==> src/fwrs_regs.vh <==
// Purpose: Shared constants for the flash wrap, reset and discovery command logic
// Assumes: Included by bare name from the design file
// Notes:   Opcodes, phase lengths, reset values, field positions and timing
`ifndef FWRS_REGS_VH
`define FWRS_REGS_VH

// ----------------------------------------------------------------
// Opcodes
// ----------------------------------------------------------------
`define FWRS_OP_RST_EN     8'h66
`define FWRS_OP_RST        8'h99
`define FWRS_OP_QPI_EN     8'h38
`define FWRS_OP_QPI_DIS    8'hff
`define FWRS_OP_WRAP_SET   8'h77
`define FWRS_OP_RD_PARAM   8'hc0
`define FWRS_OP_WRAP_RD    8'h0c
`define FWRS_OP_FAST_RD    8'h0b
`define FWRS_OP_QIO_RD     8'heb
`define FWRS_OP_WQIO_RD    8'he7
`define FWRS_OP_DISC_RD    8'h5a

// ----------------------------------------------------------------
// Phase lengths in serial clocks
// ----------------------------------------------------------------
`define FWRS_CLK_BYTE1     6'h08
`define FWRS_CLK_BYTE4     6'h02
`define FWRS_CLK_ADDR1     6'h18
`define FWRS_CLK_ADDR4     6'h06
`define FWRS_DMY_DISC      6'h08
`define FWRS_DMY_FAST1     6'h08
`define FWRS_DMY_QIO       6'h06
`define FWRS_DMY_WQIO      6'h04
`define FWRS_DMY_P0X       6'h04
`define FWRS_DMY_P10       6'h06
`define FWRS_DMY_P11       6'h08
`define FWRS_BITS1_LAST    3'h7
`define FWRS_BITS4_LAST    3'h1

// ----------------------------------------------------------------
// Reset values and field positions
// ----------------------------------------------------------------
`define FWRS_WDIS_RST      1'b1
`define FWRS_WLEN_RST      2'b00
`define FWRS_DSEL_RST      2'b00
`define FWRS_W_DIS_BIT     4
`define FWRS_W_LEN_HI      6
`define FWRS_W_LEN_LO      5
`define FWRS_P_DSEL_HI     5
`define FWRS_P_DSEL_LO     4
`define FWRS_P_WLEN_HI     1
`define FWRS_P_WLEN_LO     0
`define FWRS_WRAP_MIN_LEN  8'h08

// ----------------------------------------------------------------
// Discovery area
// ----------------------------------------------------------------
`define FWRS_DISC_AW       11
`define FWRS_DISC_HDR_LEN  11'h018
`define FWRS_DISC_MFR_IDX  5'h10
`define FWRS_DISC_ERASED   8'hff
`define FWRS_DISC_HDR      192'hff000080_02010000_ff000030_10010600_ff010106_50444653

// ----------------------------------------------------------------
// Timing
// ----------------------------------------------------------------
`define FWRS_T_RST_NS      30000
`define FWRS_REF_CLK_NS    50

`endif

==> src/fwrs_ctrl.v <==
// Purpose: Command interpreter for wrapped reads, software reset and discovery reads
// Assumes: cs_n, sck and io_in come from the pins and are synchronised here
// Notes:   Serial clock is sampled by ref_clk; edges are found after synchronising
`include "fwrs_regs.vh"

module fwrs_ctrl #(
  parameter [7:0] MFR_CODE = 8'h5a, // Arbitrary value
  parameter       ADDR_W   = 24
) (
  input  wire              ref_clk,
  input  wire              resetn,
  input  wire              ce,
  input  wire              cs_n,
  input  wire              sck,
  input  wire [3:0]        io_in,
  output reg  [3:0]        io_out,
  output reg  [3:0]        io_oe,
  input  wire              quad_enable_bit,
  input  wire              wel_set,
  input  wire              susp_set,
  input  wire              susp_clr,
  input  wire [7:0]        mem_data,
  output wire [ADDR_W-1:0] mem_addr,
  output reg               quad_command_mode,
  output reg               wrap_disable_bit,
  output wire [1:0]        wrap_size_bits,
  output wire [1:0]        wrap_length_select,
  output reg  [1:0]        dummy_clock_select,
  output reg               write_enable_latch,
  output reg               suspend_flag,
  output reg               reset_enabled,
  output reg               reset_busy,
  output reg               vol_clear
);

  // ----------------------------------------------------------------
  // Local constants
  // ----------------------------------------------------------------
  localparam integer RST_CYC = (`FWRS_T_RST_NS + `FWRS_REF_CLK_NS - 1) / `FWRS_REF_CLK_NS;

  localparam [2:0] ST_IDLE  = 3'd0;
  localparam [2:0] ST_OP    = 3'd1;
  localparam [2:0] ST_ADDR  = 3'd2;
  localparam [2:0] ST_DUMMY = 3'd3;
  localparam [2:0] ST_DATA  = 3'd4;
  localparam [2:0] ST_WBITS = 3'd5;
  localparam [2:0] ST_PARAM = 3'd6;
  localparam [2:0] ST_IGN   = 3'd7;

  localparam [2:0] K_LIN   = 3'd0;
  localparam [2:0] K_WRAPW = 3'd1;
  localparam [2:0] K_WRAPP = 3'd2;
  localparam [2:0] K_DISC  = 3'd3;
  localparam [2:0] K_WSET  = 3'd4;

  // ----------------------------------------------------------------
  // Pin synchronisers
  // ----------------------------------------------------------------
  reg  [5:0]        sync1_r;
  reg  [5:0]        sync2_r;
  reg               sck_d_r;
  reg               cs_d_r;
  wire              cs_s;
  wire              sck_s;
  wire [3:0]        io_s;
  wire              sck_rise;
  wire              sck_fall;
  wire              cs_fall;

  assign cs_s     = sync2_r[5];
  assign sck_s    = sync2_r[4];
  assign io_s     = sync2_r[3:0];
  assign sck_rise = sck_s & ~sck_d_r & ~cs_s;
  assign sck_fall = ~sck_s & sck_d_r & ~cs_s;
  assign cs_fall  = ~cs_s & cs_d_r;

  always @(posedge ref_clk or negedge resetn) begin
    if (!resetn) begin
      sync1_r <= 6'h3f;
      sync2_r <= 6'h3f;
      sck_d_r <= 1'b1;
      cs_d_r  <= 1'b1;
    end else if (ce) begin
      sync1_r <= {cs_n, sck, io_in};
      sync2_r <= sync1_r;
      sck_d_r <= sck_s;
      cs_d_r  <= cs_s;
    end
  end

  // ----------------------------------------------------------------
  // Command state
  // ----------------------------------------------------------------
  reg  [2:0]        state_r;
  reg  [5:0]        cnt_r;
  reg  [31:0]       rx_r;
  reg               lane4_r;
  reg  [2:0]        kind_r;
  reg  [5:0]        dmy_r;
  reg  [ADDR_W-1:0] addr_r;
  reg  [7:0]        tx_r;
  reg  [2:0]        bit_r;
  reg               tx_go_r;
  reg  [1:0]        wlen_r;
  reg  [9:0]        busy_cnt_r;
  wire [31:0]       rx_nxt;
  wire [7:0]        op;
  wire              last;
  wire [5:0]        p_dummy;
  wire [7:0]        byte_src;
  wire              do_wrap;

  assign rx_nxt             = lane4_r ? {rx_r[27:0], io_s} : {rx_r[30:0], io_s[0]};
  assign op                 = rx_nxt[7:0];
  assign last               = (cnt_r == 6'h01);
  assign mem_addr           = addr_r;
  assign wrap_length_select = wlen_r;
  assign wrap_size_bits     = wlen_r;
  assign do_wrap            = (kind_r == K_WRAPP) |
                              ((kind_r == K_WRAPW) & ~wrap_disable_bit);

  // Dummy count from the select field
  assign p_dummy = (dummy_clock_select == 2'b11) ? `FWRS_DMY_P11 :
                   (dummy_clock_select == 2'b10) ? `FWRS_DMY_P10 :
                   `FWRS_DMY_P0X;

  // Discovery byte: header, else erased
  function [7:0] disc_byte;
    input [`FWRS_DISC_AW-1:0] a;
    reg   [191:0]             hdr;
    begin
      hdr = `FWRS_DISC_HDR;
      if (a >= `FWRS_DISC_HDR_LEN) begin
        disc_byte = `FWRS_DISC_ERASED;
      end else if (a[4:0] == `FWRS_DISC_MFR_IDX) begin
        disc_byte = MFR_CODE;
      end else begin
        disc_byte = hdr[{a[4:0], 3'b000} +: 8];
      end
    end
  endfunction

  assign byte_src = (kind_r == K_DISC) ? disc_byte(addr_r[`FWRS_DISC_AW-1:0]) : mem_data;

  // Next read address, wrapping inside an aligned section
  function [ADDR_W-1:0] next_addr;
    input [ADDR_W-1:0] a;
    input              wrap;
    input [1:0]        sel;
    reg   [7:0]        m;
    reg   [7:0]        inc;
    begin
      m   = (`FWRS_WRAP_MIN_LEN << sel) - 8'h01;
      inc = a[7:0] + 8'h01;
      if (wrap) begin
        next_addr = {a[ADDR_W-1:8], (a[7:0] & ~m) | (inc & m)};
      end else begin
        next_addr = a + {{(ADDR_W-1){1'b0}}, 1'b1};
      end
    end
  endfunction

  // ----------------------------------------------------------------
  // Sequencer
  // ----------------------------------------------------------------
  always @(posedge ref_clk or negedge resetn) begin
    if (!resetn) begin
      state_r            <= ST_IDLE;
      cnt_r              <= 6'h00;
      rx_r               <= 32'h0;
      lane4_r            <= 1'b0;
      kind_r             <= K_LIN;
      dmy_r              <= 6'h00;
      addr_r             <= {ADDR_W{1'b0}};
      tx_r               <= 8'h00;
      bit_r              <= 3'h0;
      tx_go_r            <= 1'b0;
      io_out             <= 4'h0;
      io_oe              <= 4'h0;
      quad_command_mode  <= 1'b0;
      wrap_disable_bit   <= `FWRS_WDIS_RST;
      wlen_r             <= `FWRS_WLEN_RST;
      dummy_clock_select <= `FWRS_DSEL_RST;
      write_enable_latch <= 1'b0;
      suspend_flag       <= 1'b0;
      reset_enabled      <= 1'b0;
      reset_busy         <= 1'b0;
      busy_cnt_r         <= 10'h000;
      vol_clear          <= 1'b0;
    end else if (ce) begin
      vol_clear <= 1'b0;
      if (wel_set) begin
        write_enable_latch <= 1'b1;
      end
      if (susp_set) begin
        suspend_flag <= 1'b1;
      end else if (susp_clr) begin
        suspend_flag <= 1'b0;
      end
      if (busy_cnt_r != 10'h000) begin
        busy_cnt_r <= busy_cnt_r - 10'h001;
      end else begin
        reset_busy <= 1'b0;
      end
      if (cs_s) begin
        state_r <= ST_IDLE;
        io_oe   <= 4'h0;
        io_out  <= 4'h0;
        tx_go_r <= 1'b0;
      end else if (cs_fall) begin
        state_r <= reset_busy ? ST_IGN : ST_OP;
        lane4_r <= quad_command_mode;
        cnt_r   <= quad_command_mode ? `FWRS_CLK_BYTE4 : `FWRS_CLK_BYTE1;
        kind_r  <= K_LIN;
      end else if (sck_rise) begin
        rx_r  <= rx_nxt;
        cnt_r <= cnt_r - 6'h01;
        case (state_r)
          ST_OP: begin
            if (last) begin
              state_r       <= ST_IGN;
              reset_enabled <= (op == `FWRS_OP_RST_EN);
              if (op == `FWRS_OP_RST && reset_enabled) begin
                quad_command_mode  <= 1'b0;
                wrap_disable_bit   <= `FWRS_WDIS_RST;
                wlen_r             <= `FWRS_WLEN_RST;
                dummy_clock_select <= `FWRS_DSEL_RST;
                write_enable_latch <= wel_set;
                suspend_flag       <= susp_set;
                vol_clear          <= 1'b1;
                reset_busy         <= 1'b1;
                busy_cnt_r         <= RST_CYC[9:0];
              end else if (op == `FWRS_OP_QPI_EN) begin
                if (!quad_command_mode && quad_enable_bit) begin
                  quad_command_mode <= 1'b1;
                end
              end else if (op == `FWRS_OP_QPI_DIS) begin
                quad_command_mode <= 1'b0;
              end else if (op == `FWRS_OP_WRAP_SET) begin
                if (!quad_command_mode && quad_enable_bit) begin
                  state_r <= ST_ADDR;
                  lane4_r <= 1'b1;
                  cnt_r   <= `FWRS_CLK_ADDR4;
                  kind_r  <= K_WSET;
                end
              end else if (op == `FWRS_OP_RD_PARAM) begin
                if (quad_command_mode) begin
                  state_r <= ST_PARAM;
                  cnt_r   <= `FWRS_CLK_BYTE4;
                end
              end else if (op == `FWRS_OP_WRAP_RD) begin
                if (quad_command_mode) begin
                  state_r <= ST_ADDR;
                  cnt_r   <= `FWRS_CLK_ADDR4;
                  dmy_r   <= p_dummy;
                  kind_r  <= K_WRAPP;
                end
              end else if (op == `FWRS_OP_FAST_RD) begin
                state_r <= ST_ADDR;
                cnt_r   <= quad_command_mode ? `FWRS_CLK_ADDR4 : `FWRS_CLK_ADDR1;
                dmy_r   <= quad_command_mode ? p_dummy : `FWRS_DMY_FAST1;
              end else if (op == `FWRS_OP_QIO_RD) begin
                if (quad_command_mode || quad_enable_bit) begin
                  state_r <= ST_ADDR;
                  lane4_r <= 1'b1;
                  cnt_r   <= `FWRS_CLK_ADDR4;
                  dmy_r   <= quad_command_mode ? p_dummy : `FWRS_DMY_QIO;
                  kind_r  <= K_WRAPW;
                end
              end else if (op == `FWRS_OP_WQIO_RD) begin
                if (!quad_command_mode && quad_enable_bit) begin
                  state_r <= ST_ADDR;
                  lane4_r <= 1'b1;
                  cnt_r   <= `FWRS_CLK_ADDR4;
                  dmy_r   <= `FWRS_DMY_WQIO;
                  kind_r  <= K_WRAPW;
                end
              end else if (op == `FWRS_OP_DISC_RD) begin
                state_r <= ST_ADDR;
                cnt_r   <= quad_command_mode ? `FWRS_CLK_ADDR4 : `FWRS_CLK_ADDR1;
                dmy_r   <= `FWRS_DMY_DISC;
                kind_r  <= K_DISC;
              end
            end
          end
          ST_ADDR: begin
            if (last) begin
              addr_r <= rx_nxt[ADDR_W-1:0];
              if (kind_r == K_WSET) begin
                state_r <= ST_WBITS;
                cnt_r   <= `FWRS_CLK_BYTE4;
              end else begin
                state_r <= ST_DUMMY;
                cnt_r   <= dmy_r;
              end
            end
          end
          ST_DUMMY: begin
            if (last) begin
              state_r <= ST_DATA;
              bit_r   <= 3'h0;
            end
          end
          ST_WBITS: begin
            if (last) begin
              state_r          <= ST_IGN;
              wrap_disable_bit <= op[`FWRS_W_DIS_BIT];
              wlen_r           <= op[`FWRS_W_LEN_HI:`FWRS_W_LEN_LO];
            end
          end
          ST_PARAM: begin
            if (last) begin
              state_r            <= ST_IGN;
              dummy_clock_select <= op[`FWRS_P_DSEL_HI:`FWRS_P_DSEL_LO];
              wlen_r             <= op[`FWRS_P_WLEN_HI:`FWRS_P_WLEN_LO];
            end
          end
          default: begin
            cnt_r <= cnt_r;
          end
        endcase
      end else if (sck_fall && state_r == ST_DATA) begin
        io_oe <= lane4_r ? 4'hf : 4'h2;
        if (bit_r == 3'h0) begin
          addr_r <= next_addr(addr_r, do_wrap, wlen_r);
          if (lane4_r) begin
            io_out <= byte_src[7:4];
            tx_r   <= {byte_src[3:0], 4'h0};
            bit_r  <= `FWRS_BITS4_LAST;
          end else begin
            io_out <= {2'b00, byte_src[7], 1'b0};
            tx_r   <= {byte_src[6:0], 1'b0};
            bit_r  <= `FWRS_BITS1_LAST;
          end
          tx_go_r <= 1'b1;
        end else begin
          bit_r <= bit_r - 3'h1;
          if (lane4_r) begin
            io_out <= tx_r[7:4];
            tx_r   <= {tx_r[3:0], 4'h0};
          end else begin
            io_out <= {2'b00, tx_r[7], 1'b0};
            tx_r   <= {tx_r[6:0], 1'b0};
          end
        end
      end
    end
  end

endmodule

==> config.mk <==
export PLATFORM = sky130hd
export DESIGN_NAME = fwrs_ctrl
export DESIGN_NICKNAME = d
export VERILOG_FILES = /design/src/fwrs_ctrl.v
export VERILOG_INCLUDE_DIRS = /design/src /design/src/src
export SDC_FILE = /design/constraint.sdc
export NUM_CORES = 1
export LEC_CHECK = 0
export BUFFER_PORTS_ARGS = -buffer_cell sky130_fd_sc_hd__buf_2
export CORE_MARGIN = 2
export CORE_UTILIZATION = 50
export DETAILED_ROUTE_END_ITERATION = 16
export PLACE_DENSITY = 0.8
export SLEW_MARGIN = 20
export SYNTH_ARGS = -nofsm -noshare
export SYNTH_HDL_FRONTEND = slang
export SYNTH_SLANG_ARGS = --single-unit
==> constraint.sdc <==
create_clock -name ref_clk -period 2.8 [get_ports ref_clk]
set_input_delay 0.14 -clock ref_clk [delete_from_list [all_inputs] [get_ports ref_clk]]
set_output_delay 0.14 -clock ref_clk [all_outputs]
set_load 0.05 [all_outputs]
==> results by group, run 1 <==
Outcome
  – Result of the run: complete, no violations

Die
  – Number of ports placed on the die boundary: 66
  – Floorplan core area: 0.0146 mm²
  – Overall die width: 127 µm
  – Starting density of the core: 0.514
  – Vertical extent of the die: 127 µm
  – Total die area: 0.0161 mm²
  – Placement Rows: 44

Drt
  – Via density: 6.14
  – Total iterations of the first detailed-routing run: 5
  – Wire per inst: 18.1 µm
  – Residual DRC count: 0
  – Final wirelength: 21000 µm
  – Remaining antenna violation count after routing: 0
  – Starting DRT DRC Count: 725
  – Detailed-route via count: 7133

Critical path
  – Category of the critical setup timing path: reg2reg
  – Maximum net fanout on the critical path: 19
  – Data required time at the worst endpoint: 3.10 ns
  – Endpoint arrival time on the critical path: 3.02 ns
  – Category of the worst setup path capture point: register
  – Kind of start point of the critical path: register

CTS
  – Total number of clock tree sinks: 114
  – Cell at the root of the clock tree: sky130_fd_sc_hd__clkbuf_16
  – TritonCTS clock tree: yes
  – Maximum clock insertion buffer count: 2
  – CTS H-Tree Depth: 4
  – TritonCTS Buffers: 17
  – Buffers inserted by post-CTS timing repair: 0
  – Clock latency at the later pin of the worst-skew pair: 0.42 ns
  – Clock transition at the registers of the reported paths: 0.05 ns

Placement
  – Routability Congestion: 0.989
  – # placed instances: 1120
  – Setup slack after placement: 0.122 ns
  – Number of I/O port buffers: 65
  – Area post-placement: 0.00812 mm²
  – DP HPWL: 15200 µm

Global routing
  – M2 GR Usage: 0.414
  – Largest net degree at the start of global routing: 55
  – Number of antenna violations at the first check in global routing: 0
  – Met3 global-route usage: 0.0628
  – Overall fraction of global-route tracks in use: 0.270
  – First-pass GRT wire length: 34400 µm
  – Gr busiest metal: met2
  – Number of global-route vias before repair: 6645
  – Global routing met1 resource utilization: 0.374
  – Total grt overflow: 0

Yosys
  – Number of instances in the synthesized netlist: 887
  – Post-synthesis net count: 922
  – Most used DFF post-synth: sky130_fd_sc_hd__dfrtp_1
  – Warnings from Yosys: 0
  – FF+latch count, synth: 114
  – Asr flop ratio synth: 1.00
  – Syn Area/Cell: 8.49 µm²
  – Number of enable flip-flop cells after synthesis: 0
  – Number of distinct standard cells referenced by the synthesized netlist: 88
  – Syn Std Cell Area: 0.00753 mm²
  – Fraction of the yosys area taken by sequential cells: 0.381

Final layout
  – Final core utilization: 0.599
  – Most common cell after layout, fill and taps aside: sky130_fd_sc_hd__nand2_1
  – Proportion of layout cells with a drive suffix above 1: 0.206
  – Count of antenna diodes in the layout: 0
  – Post-route cell area: 0.00877 mm²
  – Layout overhead on the synthesized area: 16.5%
  – Leading cell types in the layout, fill and taps excluded: sky130_fd_sc_hd__nand2_1 (125), sky130_fd_sc_hd__dfrtp_1 (98), sky130_fd_sc_hd__o21ai_0 (96)
  – Number of nets at the end of the flow: 999
  – Final instance count without filler cells: 1161

Power and ir drop
  – Worst-case vdd ir drop: 458 µV
  – Seq pwr share: 0.344
  – Overall power consumption: 6.70 mW
  – Standby leakage power: 3.78 nW
  – Net switching power: 2.59 mW
  – Power density relative to cell area: 764 mW/mm²
  – Net switching fraction of the power: 0.386
  – Logic gate share of total power: 0.359
  – Relative contribution of the clock network to total power: 0.297
  – Internal power: 4.11 mW

Timing
  – Worst-case setup margin in the final layout: 0.0758 ns
  – Max transition margin: 0.572
  – Finish-stage setup viols: 0
  – Endpoints failing hold: 0
  – Post-layout minimum cycle time: 2.72 ns
  – RSZ-0062 raised after global routing: no
  – Number of pins exceeding their max-slew limit in the final report: 0
  – Pin slew with the least headroom to its limit: 0.636 ns
  – Post-route clock period utilization: 0.973
  – Post-Route Skew: 0.00703 ns
  – Highest achievable clock rate: 367 MHz
  – Setup TNS: 0 ns
  – Worst Hold Margin: 0.0684 ns

Hold path
  – Class of the most critical hold timing path: in2reg

Job
  – Max-cap check violation count: 0
power by group through the flow:
stage	sequential (mW)	clock, mW	combinational [mW]
2_1_floorplan	2.29	0	1.71
3_3_place_gp	2.30	0	2.31
3_5_place_dp	2.31	0	2.33
4_1_cts	2.29	2.01	2.35
5_1_grt	2.35	2.09	2.66
6_report	2.30	1.99	2.41
critical path: stages, from the launching register on:
cell and delay (ns):
sky130_fd_sc_hd__dfrtp_2 0.54, sky130_fd_sc_hd__or3b_1 0.44, sky130_fd_sc_hd__a21oi_2 0.24, sky130_fd_sc_hd__or4b_4 0.52, sky130_fd_sc_hd__o2bb2ai_1 0.15, sky130_fd_sc_hd__a31o_2 0.22
sky130_fd_sc_hd__a21o_1 0.19, sky130_fd_sc_hd__mux2_4 0.30
routing by layer:
| metal | wire (µm) | vias up | part of all wire |
|---|---|---|---|
| met5 | 0 | - | 0 |
| met4 | 486 | 0 | 0.023 |
| met3 | 1850 | 50 | 0.088 |
| met2 | 9360 | 334 | 0.45 |
| met1 | 9290 | 3365 | 0.44 |
| li1 | - | 3384 | - |
flip-flops by register name, summed over array words and instances (netlist names), 2 cells and up, named ones only:
| name | flops |
|---|---|
| mem_addr | 19 |
| cnt_r | 6 |
| sync1_r | 6 |
| io_out | 4 |
| dummy_clock_select | 2 |
| tx_r | 7 |
| bit_r | 3 |
| rx_r | 23 |
| kind_r | 3 |
| sync2_r | 6 |
| busy_cnt_r | 10 |
| state_r | 3 |
| io_oe | 2 |
| wrap_length_select | 2 |
| dmy_r | 3 |
cells in the mapped netlist (8+ instances only):
cell type | n | area, µm²
sky130_fd_sc_hd__a211oi_1 | 10 | 75.1
sky130_fd_sc_hd__a21oi_1 | 51 | 255
sky130_fd_sc_hd__a31oi_1 | 12 | 75.1
sky130_fd_sc_hd__and3_1 | 13 | 81.3
sky130_fd_sc_hd__clkbuf_1 | 34 | 128
sky130_fd_sc_hd__dfrtp_1 | 99 | 2480
sky130_fd_sc_hd__dfstp_2 | 15 | 394
sky130_fd_sc_hd__ha_1 | 14 | 175
sky130_fd_sc_hd__inv_1 | 25 | 93.8
sky130_fd_sc_hd__mux2_2 | 26 | 293
sky130_fd_sc_hd__mux2i_1 | 25 | 250
sky130_fd_sc_hd__nand2_1 | 125 | 469
sky130_fd_sc_hd__nand2b_1 | 11 | 68.8
sky130_fd_sc_hd__nand3_1 | 31 | 155
sky130_fd_sc_hd__nor2_1 | 72 | 270
sky130_fd_sc_hd__nor2b_1 | 16 | 100
sky130_fd_sc_hd__nor3_1 | 15 | 75.1
sky130_fd_sc_hd__nor4_1 | 8 | 50.1
sky130_fd_sc_hd__o21ai_0 | 96 | 480
sky130_fd_sc_hd__o22ai_1 | 9 | 56.3
sky130_fd_sc_hd__xnor2_1 | 11 | 96.3
kinds of logic after synthesis:
| family | after synthesis | share of synthesized area |
|---|---|---|
| DFF | 114 | 0.381 |
| and+or+nand+nor | 356 | 0.238 |
| muxes | 52 | 0.0741 |
| buffers and inverters | 78 | 0.0472 |
| adders and majority gates | 14 | 0.0233 |
| xor gates and xnor gates | 14 | 0.0163 |
| AOI/OAI and AO/OA | 259 | 0.220 |
what timing repair did:
item / CTS / global route
hold buffers: 9 / 0
gates resized for setup: 0 / 3
endpoints found under the setup margin: 0 / 4
endpoints found under the hold margin: 38 / 0
final timing paths:
path | from | endpoint | slack (ns) | depth (start not counted)
worst max register to register | lane4_r$_DFFE_PN0P_ | kind_r[1]$_DFFE_PN0P_ | 0.08 | 7
worst min register to register | io_out[3]$_DFFE_PN0P_ | io_out[3]$_DFFE_PN0P_ | 0.47 | 2
worst min-delay path | quad_enable_bit | quad_command_mode$_DFFE_PN0P_ | 0.07 | 3
worst max-delay path | lane4_r$_DFFE_PN0P_ | kind_r[1]$_DFFE_PN0P_ | 0.08 | 7
min in group asynchronous | resetn | mem_addr[15]$_DFFE_PN0P_ | 0.21 | 2
max in group asynchronous | resetn | busy_cnt_r[0]$_DFFE_PN0P_ | 1.81 | 3
area by class of cell:
| class | instances | area [µm²] |
|---|---|---|
| Multi-Input combinational cell | 695 | 4330 |
| Timing Repair Buffer | 111 | 708 |
| Clock buffer | 20 | 447 |
| Fill cell | 1248 | 5870 |
| Clock inverter | 12 | 92.6 |
| Sequential cell | 114 | 2870 |
| Inverter | 25 | 93.8 |
| Tap cell | 184 | 230 |
Note: power is estimated with default switching activity, not from simulation.
==> run 2: changes to the inputs <==
Settings changed: CAP_MARGIN set to 40, PLACE_DENSITY 0.8 to 0.69.
==> results by group, run 2 (synthesis results as in run 1) <==
Outcome
  – Result of the run: complete, no violations

Placement
  – Setup slack after placement: 0.139 ns (+0.0167 ns)
  – DP HPWL: 15300 µm (+0.73%)
  – Number of I/O port buffers: 65 (unchanged)
  – Routability Congestion: 0.991 (+0.12%)

Critical path
  – Top delay family on crit path: simple AND/OR/NAND/NOR gates
  – Worst reg2reg endpoint: kind_r[1]$_DFFE_PN0P_
  – Category of the worst setup path capture point: register
  – Kind of start point of the critical path: register
  – Levels on crit path: 8 (+1)
  – Category of the critical setup timing path: reg2reg
  – Slowest cell on the critical path: sky130_fd_sc_hd__or4b_4
  – Critical-path cell list: buf_4 -> nor4bb_1 -> a31oi_2 -> or4b_4 -> o2bb2ai_1 -> a31o_2 -> a21o_1 -> mux2_4
  – Endpoint arrival time on the critical path: 3.04 ns (+0.02 ns)
  – Critical Path Start: lane4_r$_DFFE_PN0P_
  – Worst reg2reg setup slack: 0.07 ns (about the same)
  – Buffering stage count on the worst path with inverters included: 1 (+1)
  – Data required time at the worst endpoint: 3.11 ns (about the same)
  – Maximum net fanout on the critical path: 11 (-8)
  – Depth of the most critical reg-to-reg path: 8 (+1)
  – Startpoint of the worst register-to-register path: lane4_r$_DFFE_PN0P_
  – CP max stage delay: 0.56 ns (+0.02 ns)
  – Termination of the worst setup path: kind_r[1]$_DFFE_PN0P_

Drt
  – Detailed-route via count: 7018 (-1.6%)
  – Total iterations of the first detailed-routing run: 5 (unchanged)
  – Starting DRT DRC Count: 825 (+14%)
  – Residual DRC count: 0 (unchanged)
  – Final wirelength: 21000 µm (about the same)
  – Wire per inst: 18.0 µm (-0.32%)
  – Remaining antenna violation count after routing: 0 (unchanged)
  – Via density: 6.03 (-1.9%)

Final layout
  – Register with the most flip-flops: rx_r
  – Max FFs per register: 23 (unchanged)
  – Sequential standard cell area: 0.00287 mm² (unchanged)
  – Filler cell count in the final layout: 1331 (+6.7%)
  – Layout overhead on the synthesized area: 16.7%
  – Count of antenna diodes in the layout: 0 (unchanged)
  – Leading cell types in the layout, fill and taps excluded: sky130_fd_sc_hd__nand2_1 (125), sky130_fd_sc_hd__dfrtp_1 (98), sky130_fd_sc_hd__o21ai_0 (96)
  – Final core utilization: 0.600 (+0.00102)
  – Most common cell after layout, fill and taps aside: sky130_fd_sc_hd__nand2_1
  – Proportion of layout cells with a drive suffix above 1: 0.208 (+0.00243)
  – Area used by multi-input combinational logic: 0.00432 mm² (-0.20%)
  – Number of nets at the end of the flow: 1002 (+0.30%)

Die
  – Floorplan core area: 0.0146 mm² (unchanged)
  – Vertical extent of the die: 127 µm (unchanged)
  – Total die area: 0.0161 mm² (unchanged)
  – Overall die width: 127 µm (unchanged)
  – Placement Rows: 44 (unchanged)
  – Starting density of the core: 0.514 (unchanged)
  – Number of ports placed on the die boundary: 66 (unchanged)

Global routing
  – First-pass GRT wire length: 34100 µm (-1.0%)
  – Number of global-route vias before repair: 6598 (-0.71%)
  – Total grt overflow: 0 (unchanged)
  – Number of antenna violations at the first check in global routing: 0 (unchanged)
  – Largest net degree at the start of global routing: 68 (+24%)
  – Overall fraction of global-route tracks in use: 0.267 (-0.00346)

CTS
  – Clock transition at the registers of the reported paths: 0.06 ns (about the same)
  – Cell at the root of the clock tree: sky130_fd_sc_hd__clkbuf_16
  – Maximum clock insertion buffer count: 2 (unchanged)
  – CTS H-Tree Depth: 4 (unchanged)
  – Clock latency at the later pin of the worst-skew pair: 0.42 ns (about the same)
  – TritonCTS clock tree: yes
  – Total number of clock tree sinks: 114 (unchanged)
  – TritonCTS Buffers: 17 (unchanged)

Timing
  – Post-Route Skew: 0.0129 ns (+0.00584 ns)
  – Finish-stage setup viols: 0 (unchanged)
  – Pin slew with the least headroom to its limit: 0.831 ns (+0.195 ns)
  – Post-route clock period utilization: 0.974 (+0.00110)
  – Endpoints failing hold: 0 (unchanged)
  – Highest achievable clock rate: 367 MHz (-0.11%)
  – Max transition margin: 0.441 (-0.131)
  – Worst-case setup margin in the final layout: 0.0727 ns (-0.00307 ns)
  – Number of pins exceeding their max-slew limit in the final report: 0 (unchanged)
  – Post-layout minimum cycle time: 2.73 ns (+0.00307 ns)

Hold path
  – Count of cells along the worst hold path: 3 (unchanged)
  – Class of the most critical hold timing path: in2reg

Power and ir drop
  – Logic gate share of total power: 0.356 (-0.003)
  – Internal power: 4.11 mW (about the same)
  – Power density relative to cell area: 763 mW/mm² (-0.11%)
  – Net switching fraction of the power: 0.387 (+0.000502)
  – Relative contribution of the clock network to total power: 0.301 (+0.004)
  – Net switching power: 2.59 mW (+0.19%)
  – Worst-case vdd ir drop: 462 µV (+0.75%)
  – Seq pwr share: 0.343 (about the same)
  – Standby leakage power: 3.78 nW (about the same)

Job
  – Max-cap check violation count: 0 (unchanged)
run 2: cell types whose count changed in the layout (fill, tap and decap cells not counted), sizes merged:
cell,previous run,this run
inv,25,26
clkinv,8,5
clkbuf,20,22
buf,102,105
run 2: timing repair:
item,CTS,global route
setup endpoints to repair,0,1
hold buffers,9,0
endpoints found under the hold margin,78,0
buffers inserted,0,1
gates resized for setup,0,2
run 2: through the flow:
step / hold slack [ns] / std cells / power [mW] / area (µm²) / setup TNS (ns)
global route: 0.0662 / 1164 / 7.11 / 8780 / -0.0518
global placement: 0.0453 / 1122 / 4.62 / 8130 / 0
detailed placement: 0.0440 / 1122 / 4.64 / 8130 / 0
floorplan: -0.156 / 887 / 4.00 / 7530 / 0
finish: 0.0388 / 1164 / 6.70 / 8780 / 0
CTS: 0.0250 / 1163 / 6.69 / 8760 / 0
run 2: metal layers:
metal / part of all wire / track usage / wire length (µm)
met5: 0 / 0 / 0
met1: 0.46 / 0.368 / 9560
met2: 0.46 / 0.420 / 9630
met3: 0.066 / 0.0599 / 1390
met4: 0.019 / 0.0886 / 402
run 2: area by class of cell:
cell class                 instances  area share
clock buffer                      22      0.0517
clock inverter                    10     0.00983
inverter                          25      0.0107
multi-input combinational        695       0.491
sequential                       114       0.327
tap                              184      0.0262
timing repair buffer             114      0.0832
run 2: power by group through the flow:
stage	combinational (mW)	sequential, mW	clock [mW]
detailed placement	2.33	2.31	0
finish	2.39	2.30	2.01
global placement	2.32	2.30	0
floorplan	1.71	2.29	0
global route	2.65	2.34	2.12
CTS	2.36	2.28	2.05
run 2: worst min path at each step:
stage,from,endpoint,slack (ns)
2_1_floorplan,resetn,asynchronous set/reset pin,-0.16
3_3_place_gp,resetn,tx_r[2]$_DFFE_PN0P_,0.05
3_5_place_dp,resetn,tx_r[3]$_DFFE_PN0P_,0.04
4_1_cts,quad_enable_bit,quad_command_mode$_DFFE_PN0P_,0.02
5_1_grt,quad_enable_bit,quad_command_mode$_DFFE_PN0P_,0.07
6_report,quad_enable_bit,quad_command_mode$_DFFE_PN0P_,0.04
run 2: worst register-to-register path: stages (launching register included):
cell and delay [ns]:
sky130_fd_sc_hd__dfrtp_2 0.47, sky130_fd_sc_hd__buf_4 0.20, sky130_fd_sc_hd__nor4bb_1 0.35, sky130_fd_sc_hd__a31oi_2 0.15, sky130_fd_sc_hd__or4b_4 0.56, sky130_fd_sc_hd__o2bb2ai_1 0.17
sky130_fd_sc_hd__a31o_2 0.22, sky130_fd_sc_hd__a21o_1 0.19, sky130_fd_sc_hd__mux2_4 0.30
==> run 3: changes to the inputs <==
Settings changed: CORE_UTILIZATION 50 to 36, PLACE_DENSITY 0.69 to unset.
==> results by group, run 3 (synthesis results as in run 1) <==
Outcome
  – Result of the run: complete, no violations

Critical path
  – Data required time at the worst endpoint: 3.13 ns (+0.02 ns)
  – Startpoint of the worst register-to-register path: rx_r[0]$_DFFE_PN0P_
  – Kind of start point of the critical path: register
  – Category of the worst setup path capture point: register
  – Critical Path Start: rx_r[0]$_DFFE_PN0P_
  – Category of the critical setup timing path: reg2reg
  – CP max stage delay: 0.52 ns (-0.04 ns)
  – Endpoint arrival time on the critical path: 2.98 ns (-0.06 ns)
  – Slowest cell on the critical path: sky130_fd_sc_hd__a31oi_1
  – Critical-path cell list: nor4bb_1 -> a31oi_1 -> nor4b_1 -> buf_4 -> a2111o_1 -> a211oi_2 -> a2111oi_2 -> o31ai_2
  – Maximum net fanout on the critical path: 10 (-1)

Placement
  – Number of I/O port buffers: 65 (unchanged)
  – Routability Congestion: 1.00 (+0.90%)
  – Setup slack after placement: 0.208 ns (+0.0696 ns)
  – DP HPWL: 16600 µm (+8.3%)

CTS
  – Clock transition at the registers of the reported paths: 0.06 ns (about the same)
  – Buffers inserted by post-CTS timing repair: 0 (unchanged)
  – TritonCTS Buffers: 17 (unchanged)
  – CTS H-Tree Depth: 4 (unchanged)
  – Total number of clock tree sinks: 114 (unchanged)
  – Clock latency at the later pin of the worst-skew pair: 0.42 ns (about the same)
  – Cell at the root of the clock tree: sky130_fd_sc_hd__clkbuf_16
  – Maximum clock insertion buffer count: 2 (unchanged)
  – TritonCTS clock tree: yes

Hold path
  – Class of the most critical hold timing path: in2reg
  – Hold Startpoint: susp_clr

Timing
  – Setup TNS: 0 ns (unchanged)
  – RSZ-0062 raised after global routing: no
  – Post-route clock period utilization: 0.948 (-0.0257)
  – Finish-stage setup viols: 0 (unchanged)
  – Pin slew with the least headroom to its limit: 0.742 ns (-0.0894 ns)
  – Highest achievable clock rate: 377 MHz (+2.7%)
  – Number of pins exceeding their max-slew limit in the final report: 0 (unchanged)
  – Post-Route Skew: 0.00973 ns (-0.00313 ns)
  – Post-layout minimum cycle time: 2.66 ns (-0.0718 ns)
  – Worst-case setup margin in the final layout: 0.145 ns (+0.0718 ns)
  – Endpoints failing hold: 0 (unchanged)
  – Max transition margin: 0.502 (+0.0606)

Die
  – Vertical extent of the die: 149 µm (+17%)
  – Number of ports placed on the die boundary: 66 (unchanged)
  – Overall die width: 149 µm (+17%)
  – Total die area: 0.0221 mm² (+38%)
  – Floorplan core area: 0.0204 mm² (+39%)
  – Placement Rows: 52 (+18%)
  – Starting density of the core: 0.370 (-0.144)

Power and ir drop
  – Overall power consumption: 6.99 mW (+4.3%)
  – Power density relative to cell area: 774 mW/mm² (+1.5%)
  – Worst-case vdd ir drop: 504 µV (+9.2%)
  – Standby leakage power: 3.84 nW (+1.7%)

Final layout
  – Most common cell after layout, fill and taps aside: sky130_fd_sc_hd__nand2_1
  – Proportion of layout cells with a drive suffix above 1: 0.215 (+0.00685)
  – Filler cell count in the final layout: 2038 (+53%)
  – Layout overhead on the synthesized area: 19.9%
  – Register with the most flip-flops: rx_r
  – Max FFs per register: 23 (unchanged)
  – Number of nets at the end of the flow: 1008 (+0.60%)
  – Count of antenna diodes in the layout: 0 (unchanged)
  – Leading cell types in the layout, fill and taps excluded: sky130_fd_sc_hd__nand2_1 (125), sky130_fd_sc_hd__dfrtp_1 (98), sky130_fd_sc_hd__o21ai_0 (96)

Job
  – Max-cap check violation count: 0 (unchanged)

Drt
  – Detailed-route via count: 7067 (+0.70%)
  – Final wirelength: 22200 µm (+6.0%)
  – Wire per inst: 17.7 µm (-1.8%)
  – Met2 Routed Length: 9410 µm (-2.3%)
  – Residual DRC count: 0 (unchanged)
  – Highest Signal Layer: met4
  – Met1 Routed Length: 10900 µm (+14%)
  – Remaining antenna violation count after routing: 0 (unchanged)
  – Total iterations of the first detailed-routing run: 5 (unchanged)
  – Via density: 5.63 (-6.7%)
  – Starting DRT DRC Count: 865 (+4.8%)
  – Met3 WL post-DR: 1460 µm (+5.1%)

Global routing
  – Overall fraction of global-route tracks in use: 0.206 (-0.0612)
  – First-pass GRT wire length: 35800 µm (+4.9%)
  – Total grt overflow: 0 (unchanged)
  – Largest net degree at the start of global routing: 51 (-25%)
  – Number of antenna violations at the first check in global routing: 0 (unchanged)
  – Number of global-route vias before repair: 6596 (-0.030%)
[run 3: cell types whose count changed in the layout (fill, tap and decap cells not counted)]
cell / change
sky130_fd_sc_hd__clkbuf_1: -4
sky130_fd_sc_hd__a31oi_1: +1
sky130_fd_sc_hd__buf_12: +1
sky130_fd_sc_hd__nor2_1: -1
sky130_fd_sc_hd__dlygate4sd3_1: +1
sky130_fd_sc_hd__nor4b_1: +1
sky130_fd_sc_hd__bufinv_16: +2
sky130_fd_sc_hd__nor2_2: +1
sky130_fd_sc_hd__clkinv_2: -5
sky130_fd_sc_hd__buf_4: +4
sky130_fd_sc_hd__a31oi_2: -1
sky130_fd_sc_hd__clkinv_4: +7
sky130_fd_sc_hd__nor4b_2: -1
[run 3: worst max-delay path, delay by kind of cell, from the launching register on]
| family | cells | cell delay (ns) |
|---|---|---|
| AOI/OAI and AO/OA | 5 | 1.59 |
| DFF | 1 | 0.48 |
| and+or+nand+nor | 2 | 0.29 |
| buffers and inverters | 1 | 0.18 |
[run 3: report_power, final]
part / total [mW] / leakage, nW / switching [mW] / internal [mW]
registers: 2.31 / 1.44 / 0.380 / 1.93
logic: 2.41 / 2.10 / 1.46 / 0.958
clock network: 2.26 / 0.293 / 0.831 / 1.43
[run 3: cell type report]
| cell class | count | area (µm²) | area share |
|---|---|---|---|
| clock buffers | 18 | 439 | 0.0487 |
| multi-input cells | 695 | 4310 | 0.477 |
| clock inverters | 14 | 183 | 0.0202 |
| inverters | 25 | 93.8 | 0.0104 |
| flip-flops and latches | 114 | 2870 | 0.318 |
| repair buffers | 120 | 791 | 0.0876 |
| well taps | 270 | 338 | 0.0374 |
[run 3: final timing paths]
kind                       slack (ns)                          to  cells past startpoint
hold / removal                   0.09    suspend_flag$_DFFE_PN0P_                      3
setup / recovery                 0.14      state_r[0]$_DFFE_PN0P_                      8
hold reg to reg                  0.48       io_out[2]$_DFFE_PN0P_                      2
min in group asynchronous        0.30         rx_r[5]$_DFFE_PN0P_                      2
setup reg to reg                 0.14      state_r[0]$_DFFE_PN0P_                      8
max in group asynchronous        1.59  asynchronous set/reset pin                      4
[run 3: metal layers]
metal,up-vias,GRT usage
li1,3403,-
met4,0,0.0700
met3,37,0.0426
met1,3382,0.304
met2,245,0.297
met5,-,0
[run 3: through the flow]
| stage | area [µm²] | hold WS, ns | util | instances |
|---|---|---|---|---|
| 6_report | 9020 | 0.0947 | 0.443 | 1256 |
| 5_1_grt | 9020 | 0.128 | 0.443 | 1256 |
| 4_1_cts | 9020 | 0.0737 | 0.443 | 1256 |
| 3_5_place_dp | 8300 | 0.221 | 0.408 | 1214 |
| 3_3_place_gp | 8300 | 0.217 | 0.408 | 1214 |
| 2_1_floorplan | 7530 | -0.156 | - | 887 |
[run 3: what timing repair did]
item,4_1_cts,5_1_grt
setup endpoints to repair,0,1
endpoints found under the hold margin,43,0
resized for setup,0,1
hold buffers,10,0
